==> config.mk <==
export PLATFORM = sky130hd
export DESIGN_NAME = cmc_mode_ctrl
export DESIGN_NICKNAME = d
export VERILOG_FILES = /design/src/shared/cmc_pkg.sv /design/src/hw/cmc_mode_ctrl.sv
export SDC_FILE = /design/constraint.sdc
export NUM_CORES = 1
export LEC_CHECK = 0
export ABC_CLOCK_PERIOD_IN_PS = 4700
export BUFFER_PORTS_ARGS = -buffer_cell sky130_fd_sc_hd__buf_2
export CAP_MARGIN = 20
export CELL_PAD_IN_SITES_DETAIL_PLACEMENT = 0
export CELL_PAD_IN_SITES_GLOBAL_PLACEMENT = 1
export CORE_MARGIN = 2
export CORE_UTILIZATION = 43
export CTS_CLUSTER_SIZE = 24
export DETAILED_ROUTE_END_ITERATION = 7
export PLACE_DENSITY = 0.81
export SYNTH_ARGS = -nofsm -noshare
export SYNTH_HDL_FRONTEND = slang
export SYNTH_SLANG_ARGS = --single-unit
==> constraint.sdc <==
create_clock -name aclk -period 4.7 [get_ports aclk]
set_input_delay 0.47 -clock aclk [delete_from_list [all_inputs] [get_ports aclk]]
set_output_delay 0.47 -clock aclk [all_outputs]
set_load 0.02 [all_outputs]
==> src/shared/cmc_pkg.sv <==
package cmc_pkg;

  // ---------------------------------------------------------------
  // timing
  // ---------------------------------------------------------------
  localparam int unsigned CLK_HZ      = 40_000_000;
  localparam int unsigned HOLDOFF_MS  = 25;
  localparam int unsigned HOLDOFF_CYC = HOLDOFF_MS * (CLK_HZ / 1000);
  localparam int unsigned POR_US      = 1000;
  localparam int unsigned POR_CYC     = POR_US * (CLK_HZ / 1_000_000);
  localparam int unsigned CNT_W       = 24;
  typedef logic [CNT_W-1:0] cmc_cnt_t;

  // ---------------------------------------------------------------
  // register map
  // ---------------------------------------------------------------
  localparam int unsigned AXI_AW       = 4;
  localparam logic [3:0]  CTRL_OFF     = 4'h0;
  localparam logic [3:0]  STAT_OFF     = 4'h4;
  localparam int unsigned CTRL_NOCE    = 0;
  localparam int unsigned CTRL_INHIBIT = 1;
  localparam logic [1:0]  CTRL_RESET   = 2'h0;
  localparam int unsigned ST_MODE      = 0;
  localparam int unsigned ST_CUR       = 4;
  localparam int unsigned ST_PASS      = 8;
  localparam int unsigned ST_HOLD      = 9;
  localparam int unsigned ST_FAULT     = 10;
  localparam int unsigned ST_GOOD      = 11;
  localparam int unsigned ST_CHG       = 12;
  localparam logic [1:0]  RESP_OKAY    = 2'h0;
  localparam logic [1:0]  RESP_DECERR  = 2'h3;

  // ---------------------------------------------------------------
  // types
  // ---------------------------------------------------------------
  typedef enum logic [2:0] {
    M_PWR_DOWN, M_SLEEP, M_POR, M_STANDBY, M_BEGIN, M_CHARGING, M_SUSPEND
  } cmc_mode_t;

  typedef enum logic [1:0] {
    CUR_OFF, CUR_SHORT, CUR_PRE, CUR_FAST
  } cmc_cur_t;

  typedef struct packed {
    logic in_above_pdwn;
    logic in_detect;
    logic in_above_out;
    logic batt_above_scind;
    logic batt_above_sc;
    logic batt_above_lowv;
    logic vreg_reached;
    logic temp_ok;
    logic charge_enable_n;
    logic timer_pin_open;
  } cmc_cmp_t;

  localparam int unsigned CMP_W = $bits(cmc_cmp_t);

endpackage

==> src/hw/cmc_mode_ctrl.sv <==
// Overview of operation
// below short threshold: short-recovery current only
// between short and precharge: precharge current
// above precharge, no regulation: fast current
// power-down: all off, outputs high impedance
// sleep: charger off, status off, power-good absent
// input not detected: enter sleep from anywhere
// input detected in sleep: start por
// during por: status charger-off, power-good absent
// por end: comparators on, outputs live
// enable pin high after por: stand-by
// no enable pin: por straight to begin
// begin resets timers, then charging
// bad temperature: suspend, charger off, hold timers
// temperature valid again: resume charging
// timer pin open: pass-through behaviour
// after input loss keep charger on 25ms
// block reverse current during hold-off
// power-good follows input immediately, no filter; code uses the synchronised, filtered in_above_out
// below short-indication threshold: status both off; code keeps both driven during por
// comparators and pin sampled on the clock
`timescale 1ns/1ps
module cmc_mode_ctrl #(
  parameter int unsigned HOLDOFF_CYCLES = cmc_pkg::HOLDOFF_CYC,
  parameter int unsigned POR_CYCLES     = cmc_pkg::POR_CYC
) (
  input  wire logic                       aclk,
  input  wire logic                       aresetn,
  input  wire cmc_pkg::cmc_cmp_t          comparators,
  input  wire logic [cmc_pkg::AXI_AW-1:0] awaddr,
  input  wire logic                       awvalid,
  output logic                            awready,
  input  wire logic [31:0]                wdata,
  input  wire logic [3:0]                 wstrb,
  input  wire logic                       wvalid,
  output logic                            wready,
  output logic [1:0]                      bresp,
  output logic                            bvalid,
  input  wire logic                       bready,
  input  wire logic [cmc_pkg::AXI_AW-1:0] araddr,
  input  wire logic                       arvalid,
  output logic                            arready,
  output logic [31:0]                     rdata,
  output logic [1:0]                      rresp,
  output logic                            rvalid,
  input  wire logic                       rready,
  output logic                            charge_status_a_oe,
  output logic                            charge_status_b_oe,
  output logic                            input_power_good_n_oe,
  output logic                            pass_switch_on,
  output logic                            charger_on,
  output cmc_pkg::cmc_cur_t               current_sel,
  output logic                            timers_reset,
  output logic                            timers_hold,
  output logic                            safety_clk_reset,
  output logic                            termination_en,
  output logic                            batt_detect_en,
  output logic                            reverse_block,
  output logic                            comparators_en,
  output logic                            blocks_reset
);

  // ---------------------------------------------------------------
  // parameter check
  // ---------------------------------------------------------------
  localparam int unsigned CNT_MAX = (1 << cmc_pkg::CNT_W) - 1;
  if (HOLDOFF_CYCLES == 0 || HOLDOFF_CYCLES > CNT_MAX ||
      POR_CYCLES == 0 || POR_CYCLES > CNT_MAX) begin : g_bad_param
    $error("cmc_mode_ctrl: counts must be 1 to counter maximum");
  end

  // ---------------------------------------------------------------
  // input synchronisers
  // ---------------------------------------------------------------
  logic [cmc_pkg::CMP_W-1:0] s1_q, s2_q, s3_q, filt_q;
  cmc_pkg::cmc_cmp_t         sy;
  assign sy = cmc_pkg::cmc_cmp_t'(filt_q);

  // three stages, change taken when stages two and three agree
  for (genvar i = 0; i < cmc_pkg::CMP_W; i++) begin : g_sync
    always_ff @(posedge aclk) begin
      if (!aresetn) begin
        s1_q[i]   <= 1'b0;
        s2_q[i]   <= 1'b0;
        s3_q[i]   <= 1'b0;
        filt_q[i] <= 1'b0;
      end else begin
        s1_q[i] <= comparators[i];
        s2_q[i] <= s1_q[i];
        s3_q[i] <= s2_q[i];
        if (s2_q[i] == s3_q[i]) begin
          filt_q[i] <= s3_q[i];
        end
      end
    end
  end

  // ---------------------------------------------------------------
  // register file and axi4-lite slave
  // ---------------------------------------------------------------
  logic [1:0]  ctrl_q;
  logic [31:0] status_w;
  logic        wr_go;
  logic [cmc_pkg::AXI_AW-1:0] aw_q;
  logic [31:0] wd_q;
  logic [3:0]  ws_q;

  // address and data are each held until both are present
  assign wr_go = !awready && !wready && !bvalid;

  always_ff @(posedge aclk) begin
    if (!aresetn) begin
      awready <= 1'b1;
      wready  <= 1'b1;
      bvalid  <= 1'b0;
      bresp   <= cmc_pkg::RESP_OKAY;
      aw_q    <= '0;
      wd_q    <= '0;
      ws_q    <= '0;
    end else begin
      if (awvalid && awready) begin
        awready <= 1'b0;
        aw_q    <= awaddr;
      end
      if (wvalid && wready) begin
        wready <= 1'b0;
        wd_q   <= wdata;
        ws_q   <= wstrb;
      end
      if (wr_go) begin
        bvalid <= 1'b1;
        bresp  <= (aw_q == cmc_pkg::CTRL_OFF || aw_q == cmc_pkg::STAT_OFF)
                  ? cmc_pkg::RESP_OKAY : cmc_pkg::RESP_DECERR;
      end
      if (bvalid && bready) begin
        bvalid  <= 1'b0;
        awready <= 1'b1;
        wready  <= 1'b1;
      end
    end
  end

  // control register, low byte lane only
  always_ff @(posedge aclk) begin
    if (!aresetn) begin
      ctrl_q <= cmc_pkg::CTRL_RESET;
    end else if (wr_go && aw_q == cmc_pkg::CTRL_OFF && ws_q[0]) begin
      ctrl_q <= wd_q[1:0];
    end
  end

  // read channel, one cycle answer
  always_ff @(posedge aclk) begin
    if (!aresetn) begin
      arready <= 1'b1;
      rvalid  <= 1'b0;
      rdata   <= '0;
      rresp   <= cmc_pkg::RESP_OKAY;
    end else if (arvalid && arready) begin
      arready <= 1'b0;
      rvalid  <= 1'b1;
      rresp   <= cmc_pkg::RESP_OKAY;
      if (araddr == cmc_pkg::CTRL_OFF) begin
        rdata <= {30'h0, ctrl_q};
      end else if (araddr == cmc_pkg::STAT_OFF) begin
        rdata <= status_w;
      end else begin
        rdata <= '0;
        rresp <= cmc_pkg::RESP_DECERR;
      end
    end else if (rvalid && rready) begin
      rvalid  <= 1'b0;
      arready <= 1'b1;
    end
  end

  // ---------------------------------------------------------------
  // mode sequencer
  // ---------------------------------------------------------------
  cmc_pkg::cmc_mode_t mode_q, mode_d;
  cmc_pkg::cmc_cnt_t  por_cnt_q, hold_cnt_q;
  logic               en_req, active, fault;

  // enable pin honoured only where the variant has one
  assign en_req = (ctrl_q[cmc_pkg::CTRL_NOCE] || !sy.charge_enable_n) &&
                  !ctrl_q[cmc_pkg::CTRL_INHIBIT];
  assign active = mode_q == cmc_pkg::M_STANDBY ||
                  mode_q == cmc_pkg::M_BEGIN ||
                  mode_q == cmc_pkg::M_CHARGING ||
                  mode_q == cmc_pkg::M_SUSPEND;
  assign fault  = !sy.batt_above_scind;

  // next mode; supply loss overrides every state
  always_comb begin
    mode_d = mode_q;
    if (!sy.in_above_pdwn) begin
      mode_d = cmc_pkg::M_PWR_DOWN;
    end else if (!sy.in_detect) begin
      mode_d = cmc_pkg::M_SLEEP;
    end else begin
      case (mode_q)
        cmc_pkg::M_PWR_DOWN: mode_d = cmc_pkg::M_SLEEP;
        cmc_pkg::M_SLEEP:    mode_d = cmc_pkg::M_POR;
        cmc_pkg::M_POR: begin
          if (por_cnt_q == '0) begin
            if (ctrl_q[cmc_pkg::CTRL_NOCE]) begin
              mode_d = cmc_pkg::M_BEGIN;
            end else if (sy.charge_enable_n) begin
              mode_d = cmc_pkg::M_STANDBY;
            end else begin
              mode_d = cmc_pkg::M_BEGIN;
            end
          end
        end
        cmc_pkg::M_STANDBY: begin
          if (en_req) begin
            mode_d = cmc_pkg::M_BEGIN;
          end
        end
        cmc_pkg::M_BEGIN:    mode_d = cmc_pkg::M_CHARGING;
        cmc_pkg::M_CHARGING: begin
          if (!en_req) begin
            mode_d = cmc_pkg::M_STANDBY;
          end else if (!sy.temp_ok) begin
            mode_d = cmc_pkg::M_SUSPEND;
          end
        end
        cmc_pkg::M_SUSPEND: begin
          if (!en_req) begin
            mode_d = cmc_pkg::M_STANDBY;
          end else if (sy.temp_ok) begin
            mode_d = cmc_pkg::M_CHARGING;
          end
        end
        default: mode_d = cmc_pkg::M_PWR_DOWN;
      endcase
    end
  end

  // mode register
  always_ff @(posedge aclk) begin
    if (!aresetn) begin
      mode_q <= cmc_pkg::M_PWR_DOWN;
    end else begin
      mode_q <= mode_d;
    end
  end

  // power-on-reset delay, reloaded in every mode except por
  always_ff @(posedge aclk) begin
    if (!aresetn) begin
      por_cnt_q <= '0;
    end else if (mode_q != cmc_pkg::M_POR) begin
      por_cnt_q <= cmc_pkg::cmc_cnt_t'(POR_CYCLES - 1);
    end else if (por_cnt_q != '0) begin
      por_cnt_q <= por_cnt_q - 1'b1;
    end
  end

  // hold-off after input loss while charging, rides out ripple dips
  always_ff @(posedge aclk) begin
    if (!aresetn) begin
      hold_cnt_q <= '0;
    end else if (mode_q == cmc_pkg::M_CHARGING &&
                 mode_d == cmc_pkg::M_SLEEP) begin
      hold_cnt_q <= cmc_pkg::cmc_cnt_t'(HOLDOFF_CYCLES);
    end else if (mode_q == cmc_pkg::M_SLEEP && hold_cnt_q != '0) begin
      hold_cnt_q <= hold_cnt_q - 1'b1;
    end else begin
      hold_cnt_q <= '0;
    end
  end

  // ---------------------------------------------------------------
  // outputs
  // ---------------------------------------------------------------
  logic in_hold, run;
  cmc_pkg::cmc_cur_t cur_d;
  assign in_hold = mode_q == cmc_pkg::M_SLEEP && hold_cnt_q != '0;
  assign run     = mode_q == cmc_pkg::M_CHARGING || in_hold;

  // current level from the battery comparators
  always_comb begin
    cur_d = cmc_pkg::CUR_OFF;
    if (mode_q == cmc_pkg::M_CHARGING) begin
      if (!sy.batt_above_sc) begin
        cur_d = cmc_pkg::CUR_SHORT;
      end else if (!sy.batt_above_lowv) begin
        cur_d = cmc_pkg::CUR_PRE;
      end else begin
        cur_d = cmc_pkg::CUR_FAST;
      end
    end else if (in_hold) begin
      cur_d = current_sel;
    end
  end

  // all pin and control outputs registered
  always_ff @(posedge aclk) begin
    if (!aresetn) begin
      charge_status_a_oe    <= 1'b0;
      charge_status_b_oe    <= 1'b0;
      input_power_good_n_oe <= 1'b0;
      pass_switch_on        <= 1'b0;
      charger_on            <= 1'b0;
      current_sel           <= cmc_pkg::CUR_OFF;
      timers_reset          <= 1'b0;
      timers_hold           <= 1'b0;
      safety_clk_reset      <= 1'b1;
      termination_en        <= 1'b0;
      batt_detect_en        <= 1'b0;
      reverse_block         <= 1'b0;
      comparators_en        <= 1'b0;
      blocks_reset          <= 1'b0;
    end else begin
      // por shows charger off; live status short-fault goes hi-z
      charge_status_a_oe <= mode_q == cmc_pkg::M_POR ||
                            (active && !fault);
      charge_status_b_oe <= mode_q == cmc_pkg::M_POR ||
                            (active && !fault &&
                             mode_q != cmc_pkg::M_CHARGING);
      input_power_good_n_oe <= active && sy.in_above_out;
      pass_switch_on   <= run;
      charger_on       <= run;
      current_sel      <= cur_d;
      timers_reset     <= mode_q == cmc_pkg::M_BEGIN;
      timers_hold      <= mode_q == cmc_pkg::M_SUSPEND;
      safety_clk_reset <= sy.timer_pin_open || !(mode_q ==
                          cmc_pkg::M_CHARGING || mode_q ==
                          cmc_pkg::M_SUSPEND);
      termination_en   <= active && !sy.timer_pin_open;
      batt_detect_en   <= active && !sy.timer_pin_open;
      reverse_block    <= in_hold;
      comparators_en   <= active;
      blocks_reset     <= mode_q == cmc_pkg::M_POR;
    end
  end

  // status word seen by software
  always_comb begin
    status_w = '0;
    status_w[cmc_pkg::ST_MODE +: 3] = mode_q;
    status_w[cmc_pkg::ST_CUR +: 2]  = current_sel;
    status_w[cmc_pkg::ST_PASS]      = sy.timer_pin_open;
    status_w[cmc_pkg::ST_HOLD]      = in_hold;
    status_w[cmc_pkg::ST_FAULT]     = fault;
    status_w[cmc_pkg::ST_GOOD]      = input_power_good_n_oe;
    status_w[cmc_pkg::ST_CHG]       = charger_on;
  end
endmodule

# --- After elaboration in Yosys (flattened, before gate mapping) ---
# Index checks and enable logic that the tools add are counted.
word_totals:
  input_bits: 61
  ff_bits: 150
  word_cells: 163
  out_inout_bits: 56
classes:
  addsub: 2
  n_reduce_logical: 45
  muxes: 28
  bitwise_logic: 2
  n_eq_ne: 21
op_table:
  columns: ["operator", "n"]
  rows:
  - ["$reduce_bool A24 Y1", 2]
  - ["$sub A24 B1 Y24 const B", 2]
  - ["$mux W20", 2]
  - ["$mux W16", 2]
  - ["$mux W3", 10]
  - ["$mux W13", 2]
  - ["$logic_not A24 Y1", 1]
  - ["$pmux W3 S7", 1]
  - ["$logic_and A1 B1 Y1", 16]
  - ["$mux W2", 6]
  - ["$logic_or A1 B1 Y1", 10]
  - ["$eq A1 B1 Y1", 9]
  - ["$eq A3 B3 Y1 const B", 3]
  - ["$eq A4 B3 Y1 const B", 2]
  - ["$logic_not A1 Y1", 8]
  - ["$logic_not A4 Y1", 2]
  - ["$eq A3 B1 Y1 const B", 2]
  - ["$eq A3 B2 Y1 const B", 2]
  - ["$mux W1", 5]
  - ["$reduce_bool A2 Y1", 2]
  - ["$reduce_or A2 Y1", 2]
  - ["$logic_not A3 Y1", 1]
  - ["$ne A3 B2 Y1 const B", 1]
  - ["$ne A3 B3 Y1 const B", 1]
  - ["other kinds (3)", 4]

# --- Depth between registers and ports, before layout ---
# Gate-level depths: netlist (run 1).
logic_depth:
  depth_word: 10
  depth_mapped: 7

# --- Worst setup path after synthesis (run 1) ---
# OpenSTA, ideal clock, no wires.
synth_path:
  kind: "register -> register"
  startpoint: "register por_cnt_q[0]"
  endpoint: "register mode_q[2]"
  arrival_ps: 2158
  period_less_slack_ps: 2258
  n_path_buf: 1
  path_slack_ps: 2442
  stages_incl_launch_ff: 8
  setup_time_ps: 100
  t_required_ps: 4600
  path_cell_list: "dfxtp_1 inv_1 ha_1 or4b_2 or3_1 buf_6 o31a_1 a2111oi_4"
synth_via:
  elab_chain_len: 5
synth_lines:
  columns: ["element", "line_no", "source"]
  rows:
  - ["start, declared", "cmc_mode_ctrl.sv:181", "cmc_pkg::cmc_cnt_t por_cnt_q, hold_cnt_q;"]
  - ["start signal, assigned", "cmc_mode_ctrl.sv:254", "por_cnt_q <= cmc_pkg::cmc_cnt_t'(POR_CYCLES - 1);"]
  - ["start signal, assigned", "cmc_mode_ctrl.sv:256", "por_cnt_q <= por_cnt_q - 1'b1;"]
  - ["$logic_not A24 Y1", "cmc_mode_ctrl.sv:205", "if (por_cnt_q == '0) begin"]
  - ["$mux W3", "cmc_mode_ctrl.sv:205", null]
  - ["$pmux W3 S7", "cmc_mode_ctrl.sv:201", "case (mode_q)"]
  - ["$mux W3", "cmc_mode_ctrl.sv:198", "end else if (!sy.in_detect) begin"]
  - ["$mux W3", "cmc_mode_ctrl.sv:196", "if (!sy.in_above_pdwn) begin"]
  - ["end signal, assigned", "cmc_mode_ctrl.sv:243", "mode_q <= cmc_pkg::M_PWR_DOWN;"]
  - ["end signal, assigned", "cmc_mode_ctrl.sv:245", "mode_q <= mode_d;"]
  - ["end, declared", "cmc_mode_ctrl.sv:180", "cmc_pkg::cmc_mode_t mode_q, mode_d;"]
# No other way between the ends.
# A chain may end at the register's enable or synchronous reset.

# --- Worst setup path in the final report (run 1) ---
layout_path:
  startpoint: "register por_cnt_q[2]"
  endpoint: "register por_cnt_q[20]"
layout_via:
  elab_chain_len: 1
  elab_cells_between_ends: 2
layout_lines:
  columns: ["element", "line_no"]
  rows:
  - ["$sub A24 B1 Y24 or $reduce_bool A24 Y1 (tied branches)", "cmc_mode_ctrl.sv:256, cmc_mode_ctrl.sv:255"]
# Several ways; a longest one is shown, not always the timed one.

==> insert_results.sql, run 1 <==
INSERT INTO impl_metrics (metric_group, metric, value, unit) VALUES
('logic_synthesis', 'synth-seq-area-share', '47.8', '%'),
('pwr', 'power_report.internal_total', '1.98', 'mW'),
('pwr', 'p_per_area', '406', 'nW/um^2'),
('place', 'portBuffers', '60', ''),
('finish', 'final_core_utilization', '51.2', '%'),
('cts', 'cts_tree', 'done', ''),
('timing', 'setup_viol_count_final', '0', ''),
('logic_synthesis', 'postSynthCellCount', '583', ''),
('run', 'max_cap_viol', '0', ''),
('logic_synthesis', 'synth_largest_area_cell', 'sky130_fd_sc_hd__dfxtp_1', ''),
('grt', 'grt_max_degree', '41', ''),
('drt', 'routed_wl', '10700', 'um'),
('status', 'run_status', 'complete, no violations', ''),
('pwr', 'combinational_power_share', '3.9', '%'),
('finish', 'n_antenna_cell', '0', ''),
('setup_path', 'critical-path-slowest-cell', 'sky130_fd_sc_hd__nand4_1', ''),
('logic_synthesis', 'yosys_register_bits', '126', ''),
('finish', 'n_fill_cell', '1128', ''),
('cts', 'numClockSinks', '126', ''),
('die', 'floorplan.die.width', '115', 'um'),
('cts', 'post_cts_resize_count', '0', ''),
('setup_path', 'data_arrival_time_of_the_critical_path', '2.81', 'ns'),
('die', 'die_y_extent', '115', 'um'),
('timing', 'fin_skew', '0.0180', 'ns'),
('setup_path', 'cp_data_required_time', '5.00', 'ns'),
('drt', 'route.vias.total', '4267', ''),
('pwr', 'share_seq_of_total_power', '44.4', '%'),
('logic_synthesis', 'ys.flop_type', 'sky130_fd_sc_hd__dfxtp_1', ''),
('finish', 'fin_cells', '790', ''),
('logic_synthesis', 'synthArstFlopShare', '0', '%'),
('timing', 'report.final.slew_viol_count', '0', ''),
('cts', 'tritoncts_buffers', '17', ''),
('setup_path', 'critical_path.cell_chain', 'nor4_1, nand4_1, or4_1, mux2i_1', ''),
('cts', 'clk_pin_slew', '0.05', 'ns'),
('finish', 'drive_gt1_share', '17.4', '%'),
('drt', 'detail_route.iter0.violations', '285', ''),
('setup_path', 'endpoint_class_of_the_critical_path', 'register', ''),
('cts', 'root_buffer', 'sky130_fd_sc_hd__clkbuf_16', ''),
('logic_synthesis', 'post_synth_edffs', '0', ''),
('die', 'die_area', '13200', 'um^2'),
('setup_path', 'worst_path_largest_cell_delay', '0.65', 'ns'),
('setup_path', 'critical_path.max_fanout', '15', ''),
('cts', 'post_cts_setup_buffer_count', '0', ''),
('pwr', 'vdd_drop_max', '0.294', 'mV'),
('grt', 'grt_overflow', '0', ''),
('die', 'starting_density_of_the_core', '44.0', '%'),
('pwr', 'p_sw_share', '20.6', '%'),
('timing', 'peak_freq', '399', 'MHz'),
('timing', 'hold_violations', '0', ''),
('die', 'floorplan_core_area', '12000', 'um^2'),
('place', 'placed_cells', '760', ''),
('timing', 'final_period_minus_worst_setup_slack', '2.51', 'ns'),
('grt', 'grt_usage', '17.0', '%'),
('timing', 'fin_tns_setup', '0', 'ns'),
('setup_path', 'worst_setup_path_start_kind', 'register', ''),
('timing', 'share_of_the_clock_period_used_by_the_worst_path_after_layout', '53.4', '%'),
('grt', 'grt_first_pass_wirelength', '17800', 'um'),
('timing', 'rsz0062_at_grt', 'no', ''),
('die', 'number_of_core_rows', '40', ''),
('cts', 'post_cts_hold_buffer_count', '0', ''),
('drt', 'remaining_drc_errors', '0', ''),
('grt', 'grt_antenna_before_repair', '0', ''),
('min_path', 'min-delay-path-class', 'in -> reg', ''),
('logic_synthesis', 'synth.distinct_cells', '58', ''),
('pwr', 'clk_network_pwr_share', '51.7', '%'),
('timing', 'tightestPinTransition', '0.914', 'ns'),
('drt', 'antenna_violating_nets_post_route', '0', ''),
('place', 'place.detailed.hpwl', '7240', 'um'),
('logic_synthesis', 'netlist_top_cells_area', 'sky130_fd_sc_hd__dfxtp_1 (48%), sky130_fd_sc_hd__buf_4 (3.8%), sky130_fd_sc_hd__and2_1 (3.4%)', ''),
('drt', 'detailedRoute.firstPassIterationCount', '7', ''),
('grt', 'grt_pass1_vias', '3886', '');
stage by stage:
stage | setup WS [ns] | instance area, um^2 | total power [mW] | hold slack, ns
6_report | 2.19 | 6150 | 2.50 | 0.266
5_1_grt | 1.99 | 6150 | 2.59 | 0.252
4_1_cts | 2.16 | 6150 | 2.53 | 0.249
3_5_place_dp | 2.16 | 5560 | 1.23 | 0.421
3_3_place_gp | 2.21 | 5560 | 1.23 | 0.416
2_1_floorplan | 2.44 | 5360 | 1.21 | 0.412
power by group through the flow:
stage                     combinational [mW]  sequential [mW]  clock (mW)
after floorplan                       0.0808             1.13           0
after global placement                0.0974             1.13           0
after detailed placement              0.0986             1.13           0
after CTS                             0.0989             1.11        1.32
after global routing                   0.109             1.11        1.37
final                                 0.0980             1.11        1.29
path summary, 6_finish.rpt:
kind	startpoint	endpoint	depth (start not counted)
worst min-delay path	comparators[9]	s1_q[9]	2
worst max-delay path	por_cnt_q[2]	por_cnt_q[20]	4
worst max register to register	por_cnt_q[2]	por_cnt_q[20]	4
worst min register to register	s1_q[1]	s2_q[1]	1
sequential cells by signal (all words and copies together) (netlist names), 3 cells and up:
name,count
s3_q,9
s1_q,9
por_cnt_q,24
aw_q,4
rdata,10
mode_q,3
hold_cnt_q,24
s2_q,9
filt_q,9
cell type report:
cell class	count	area, um^2	area share (%)
clock buffers	25	515	8.38
clock inverters	5	78.8	1.28
inverters	17	63.8	1.04
multi-input cells	406	2460	39.9
flip-flops and latches	126	2520	41.0
well taps	147	184	2.99
repair buffers	64	330	5.37
critical path: cells and delay by family, from the launching register on:
family	cells	cell delay, ns
flops	1	0.38
mux	1	0.14
simple gates	3	1.88
cell usage in the layout, fill, tap and decap left out, types with 3 or more instances in the layout:
| cell type | count |
|---|---|
| sky130_fd_sc_hd__nand2_1 | 46 |
| sky130_fd_sc_hd__a21oi_1 | 33 |
| sky130_fd_sc_hd__mux2i_1 | 15 |
| sky130_fd_sc_hd__clkbuf_8 | 6 |
| sky130_fd_sc_hd__dfxtp_1 | 126 |
| sky130_fd_sc_hd__o31ai_1 | 5 |
| sky130_fd_sc_hd__clkbuf_16 | 17 |
| sky130_fd_sc_hd__a31oi_1 | 4 |
| sky130_fd_sc_hd__buf_2 | 60 |
| sky130_fd_sc_hd__and2_1 | 29 |
| sky130_fd_sc_hd__conb_1 | 22 |
| sky130_fd_sc_hd__o41ai_1 | 3 |
| sky130_fd_sc_hd__o31a_1 | 3 |
| sky130_fd_sc_hd__or2_2 | 13 |
| sky130_fd_sc_hd__xnor2_1 | 3 |
| sky130_fd_sc_hd__nand4b_1 | 4 |
| sky130_fd_sc_hd__o311a_1 | 7 |
| sky130_fd_sc_hd__xor2_1 | 12 |
| sky130_fd_sc_hd__nor3_1 | 20 |
| sky130_fd_sc_hd__or3_1 | 14 |
| sky130_fd_sc_hd__nand2b_1 | 4 |
| sky130_fd_sc_hd__a22oi_1 | 4 |
| sky130_fd_sc_hd__a22o_1 | 5 |
| sky130_fd_sc_hd__buf_4 | 4 |
| sky130_fd_sc_hd__nor4_1 | 19 |
| sky130_fd_sc_hd__o21ai_0 | 24 |
| sky130_fd_sc_hd__or4_1 | 9 |
| sky130_fd_sc_hd__inv_1 | 16 |
| sky130_fd_sc_hd__a211oi_1 | 7 |
| sky130_fd_sc_hd__nand4_1 | 13 |
| sky130_fd_sc_hd__ha_1 | 3 |
| sky130_fd_sc_hd__nor2_1 | 40 |
| sky130_fd_sc_hd__nand3_1 | 15 |
routing by layer:
layer / vias up / share of wire [%] / track usage, %
met5: - / 0 / 0
met4: 0 / 0.61 / 7.31
met3: 8 / 5.5 / 4.74
met2: 115 / 49 / 28.6
met1: 2000 / 45 / 20.5
li1: 2144 / - / -
logic make-up after synthesis:
| group | Yosys count | synth area share (%) |
|---|---|---|
| buffers and inverters | 72 | 7.27 |
| muxes | 15 | 2.84 |
| other | 1 | 0.0710 |
| AOI/OAI and AO/OA | 112 | 14.6 |
| DFF | 126 | 47.8 |
| xor gates and xnor gates | 15 | 2.49 |
| and+or+nand+nor | 239 | 24.3 |
| adders and majority gates | 3 | 0.711 |
No activity file was read; power rests on OpenSTA's default activity.
==> run 2: changes to the inputs <==
Settings changed: ABC_AREA from default to 1, ABC_CLOCK_PERIOD_IN_PS 4700 to 2600, CORE_UTILIZATION 43 to 39, PLACE_DENSITY 0.81 to 0.77.
Clock period 4.7 ns to 2.6 ns, I/O delays scaled along.
==> run 2 against run 1 <==
Synthesized cell count rose by 24%. Via count grew 7.7%. Critical path depth rose by 2. Synthesized area grew 2.4%. Clock-buffer cell count decreased by 7. Sequential share of layout area fell by 2.1 points. Worst setup slack worse by 1.5 ns. Cell area is 5.3% higher. Non-clock buffer count rose by 3. Cell count up 25%. Global-route usage down 0.11 points. Critical path type unchanged. Largest power group unchanged. Highest routed layer unchanged.
==> insert_results.sql, run 2 <==
INSERT INTO impl_metrics (metric_group, metric, value, unit) VALUES
('status', 'run_status', 'complete, no violations', ''),
('finish', 'fin_nets', '856', ''),
('logic_synthesis', 'synth-seq-area-share', '46.6', '%'),
('timing', 'report.final.slew_viol_count', '0', ''),
('drt', 'route.vias.total', '4596', ''),
('timing', 'tightestPinTransition', '0.691', 'ns'),
('logic_synthesis', 'yosys_register_bits', '126', ''),
('finish', 'multi_input_area', '2370', 'um^2'),
('timing', 'fin_hold_ws', '0.0219', 'ns'),
('timing', 'final_period_minus_worst_setup_slack', '1.95', 'ns'),
('logic_synthesis', 'netlist_top_cells_area', 'sky130_fd_sc_hd__dfxtp_1 (47%), sky130_fd_sc_hd__nand2_1 (9.5%), sky130_fd_sc_hd__nor2_1 (7.8%)', ''),
('timing', 'post-route-worst-setup-slack', '0.653', 'ns'),
('die', 'floorplan_core_area', '13700', 'um^2'),
('logic_synthesis', 'post-synth-top-count-cell', 'sky130_fd_sc_hd__nand2_1', ''),
('finish', 'n_antenna_cell', '0', ''),
('cts', 'tritoncts_buffers', '17', ''),
('cts', 'post_cts_hold_buffer_count', '3', ''),
('timing', 'peak_freq', '514', 'MHz'),
('logic_synthesis', 'synth.distinct_cells', '39', ''),
('timing', 'share_of_the_clock_period_used_by_the_worst_path_after_layout', '74.9', '%'),
('cts', 'post_cts_setup_buffer_count', '0', ''),
('logic_synthesis', 'post_syn_area', '5410', 'um^2'),
('grt', 'grt_first_pass_wirelength', '19600', 'um'),
('drt', 'remaining_drc_errors', '0', ''),
('setup_path', 'rr_startpoint', 'por_cnt_q[20]', ''),
('cts', 'ctsHtreeMaxLevel', '4', ''),
('finish', 'layout_top_registers', 'hold_cnt_q x24, por_cnt_q x24, rdata x10', ''),
('finish', 'n_fill_cell', '1382', ''),
('logic_synthesis', 'yosys_warnings', '0', ''),
('finish', 'fin_cells', '985', ''),
('logic_synthesis', 'ys.flop_type', 'sky130_fd_sc_hd__dfxtp_1', ''),
('place', 'dpl_worst_slack', '0.679', 'ns'),
('cts', 'insertion_delay', '0.42', 'ns'),
('grt', 'grt_antenna_before_repair', '0', ''),
('setup_path', 'critical_path.max_fanout', '17', ''),
('drt', 'met2WireLength', '5510', 'um'),
('die', 'design.portCount', '117', ''),
('die', 'die_area', '14800', 'um^2'),
('setup_path', 'worst_r2r_endpoint', 'por_cnt_q[11]', ''),
('pwr', 'vdd_drop_max', '0.508', 'mV'),
('logic_synthesis', 'synthesis.area_per_instance', '7.46', 'um^2'),
('setup_path', 'critical_path.startpoint', 'por_cnt_q[20]', ''),
('place', 'portBuffers', '60', ''),
('logic_synthesis', 'netlist_top_cells_count', 'sky130_fd_sc_hd__nand2_1 (137), sky130_fd_sc_hd__dfxtp_1 (126), sky130_fd_sc_hd__nor2_1 (112)', ''),
('drt', 'highest_metal_layer_with_signal_wires', 'met4', ''),
('cts', 'cts_tree', 'done', ''),
('grt', 'grt_usage', '16.9', '%'),
('setup_path', 'endpoint_class_of_the_critical_path', 'register', ''),
('cts', 'clk_pin_slew', '0.06', 'ns'),
('die', 'die_y_extent', '122', 'um'),
('cts', 'numClockSinks', '126', ''),
('die', 'floorplan.die.width', '122', 'um'),
('logic_synthesis', 'synth_largest_area_cell', 'sky130_fd_sc_hd__dfxtp_1', ''),
('setup_path', 'data_arrival_time_of_the_critical_path', '2.25', 'ns'),
('timing', 'hold_violations', '0', ''),
('min_path', 'hold_start', 'comparators[5]', ''),
('timing', 'maxSlewHeadroom', '53.8', '%'),
('min_path', 'hold_path_depth', '3', ''),
('logic_synthesis', 'synthArstFlopShare', '0', '%'),
('pwr', 'p_per_area', '750', 'nW/um^2'),
('logic_synthesis', 'post_synth_edffs', '0', ''),
('drt', 'routed_wl', '11700', 'um'),
('drt', 'met3_wirelength', '557', 'um'),
('cts', 'post_cts_resize_count', '0', ''),
('finish', 'drive_gt1_share', '15.2', '%'),
('place', 'place.gp.congestion', '0.930', ''),
('setup_path', 'r2r_setup_slack', '0.65', 'ns'),
('setup_path', 'worst_setup_path_start_kind', 'register', ''),
('drt', 'routed_wire_length_per_instance', '11.9', 'um'),
('grt', 'grt_max_degree', '36', ''),
('timing', 'setup_viol_count_final', '0', ''),
('drt', 'antenna_violating_nets_post_route', '0', ''),
('setup_path', 'cp_data_required_time', '2.90', 'ns'),
('finish', 'most-common-layout-cells', 'sky130_fd_sc_hd__nand2_1 (137), sky130_fd_sc_hd__dfxtp_1 (126), sky130_fd_sc_hd__nor2_1 (112), sky130_fd_sc_hd__inv_1 (88), sky130_fd_sc_hd__buf_2 (60)', ''),
('die', 'number_of_core_rows', '43', ''),
('logic_synthesis', 'postSynthCellCount', '725', ''),
('timing', 'fin_tns_setup', '0', 'ns'),
('grt', 'grt_overflow', '0', ''),
('logic_synthesis', 'synthDominantCellAreaShare', '46.6', '%'),
('pwr', 'p_leak', '3.20', 'nW'),
('place', 'placed_cells', '950', ''),
('min_path', 'hold_worst_path_end', 's1_q[5]', ''),
('finish', 'area.sequential', '2520', 'um^2'),
('grt', 'grt_pass1_vias', '4290', ''),
('min_path', 'min-delay-path-class', 'in -> reg', ''),
('cts', 'root_buffer', 'sky130_fd_sc_hd__clkbuf_16', ''),
('place', 'place.detailed.hpwl', '8620', 'um'),
('setup_path', 'worst_r2r_path_depth', '6', ''),
('timing', 'fin_skew', '0.00747', 'ns'),
('timing', 'rsz0062_at_grt', 'no', ''),
('setup_path', 'setup.worst_path.class', 'reg -> reg', ''),
('cts', 'max-clock-path-buffers', '2', ''),
('run', 'max_cap_viol', '0', ''),
('drt', 'detail_route.iter0.violations', '178', ''),
('die', 'starting_density_of_the_core', '39.4', '%'),
('finish', 'synthToLayoutAreaGrowth', '19.8', '%'),
('drt', 'route.layer.met1.wl', '5340', 'um'),
('drt', 'detailedRoute.firstPassIterationCount', '5', ''),
('finish', 'final_core_utilization', '47.2', '%'),
('finish', 'mostFrequentLayoutCell', 'sky130_fd_sc_hd__nand2_1', ''),
('drt', 'avgViaCountPerCell', '4.67', '');
-- run 2: cell types whose count changed after synthesis, moves of 15 or more --
cell and delta:
sky130_fd_sc_hd__and2_1 -28, sky130_fd_sc_hd__mux2i_1 -15, sky130_fd_sc_hd__nor2_1 +72, sky130_fd_sc_hd__nand3_1 +27, sky130_fd_sc_hd__inv_1 +72, sky130_fd_sc_hd__nand2_1 +91
-- run 2: worst max-delay path: stages (launching register included) --
cell and delay (ns):
sky130_fd_sc_hd__dfxtp_1 0.33, sky130_fd_sc_hd__nor2_1 0.18, sky130_fd_sc_hd__inv_1 0.10, sky130_fd_sc_hd__nor4_1 0.28, sky130_fd_sc_hd__nand3_1 0.57, sky130_fd_sc_hd__nand3b_1 0.28
sky130_fd_sc_hd__a21oi_1 0.08
-- run 2: where the power goes --
part	total [mW]	switching (mW)	internal, mW
clock	2.63	0.910	1.72
combinational	0.220	0.150	0.0696
sequential	2.01	0.0289	1.98
-- run 2: metrics by stage --
| step | total power, mW | area, um^2 |
|---|---|---|
| after floorplan | 2.22 | 5490 |
| after global placement | 2.26 | 5790 |
| after detailed placement | 2.27 | 5790 |
| after CTS | 4.92 | 6480 |
| after global routing | 5.03 | 6480 |
| final | 4.86 | 6480 |
-- run 2: how the worst max path moves through the flow --
stage,endpoint,slack (ns),cells past startpoint
after global placement,por_cnt_q[15],0.61,6
after CTS,por_cnt_q[10],0.67,6
final,por_cnt_q[11],0.65,6
after floorplan,hold_cnt_q[14],1.09,12
after detailed placement,por_cnt_q[10],0.68,6
after global routing,por_cnt_q[11],0.43,6
-- run 2: metal layers --
metal  global-route usage (%)  vias to the layer above
met4                     8.69                        0
met5                        0                        -
met3                     4.87                       24
met2                     27.2                      103
met1                     20.5                     2070
li1                         -                     2399
-- run 2: kinds of logic (layout without fill, tap and decap cells) --
group                    count (synthesis)  in the layout  share of synthesized area (%)
buffers and inverters                  131            190                           11.0
XOR/XNOR                                22             22                           3.56
adder cells (fa/ha/maj)                  3              3                          0.694
flip-flops                             126            126                           46.6
other                                    1             22                         0.0693
AO/OA/AOI/OAI                           94             94                           9.46
AND/OR/NAND/NOR                        348            348                           28.6
-- run 2: final cells by class --
| cell class | instances | share of cell area [%] |
|---|---|---|
| clock buffers | 18 | 6.63 |
| clock inverters | 14 | 3.53 |
| inverters | 91 | 5.27 |
| multi-input cells | 489 | 36.6 |
| flip-flops and latches | 126 | 38.9 |
| well taps | 180 | 3.48 |
| repair buffers | 67 | 5.56 |
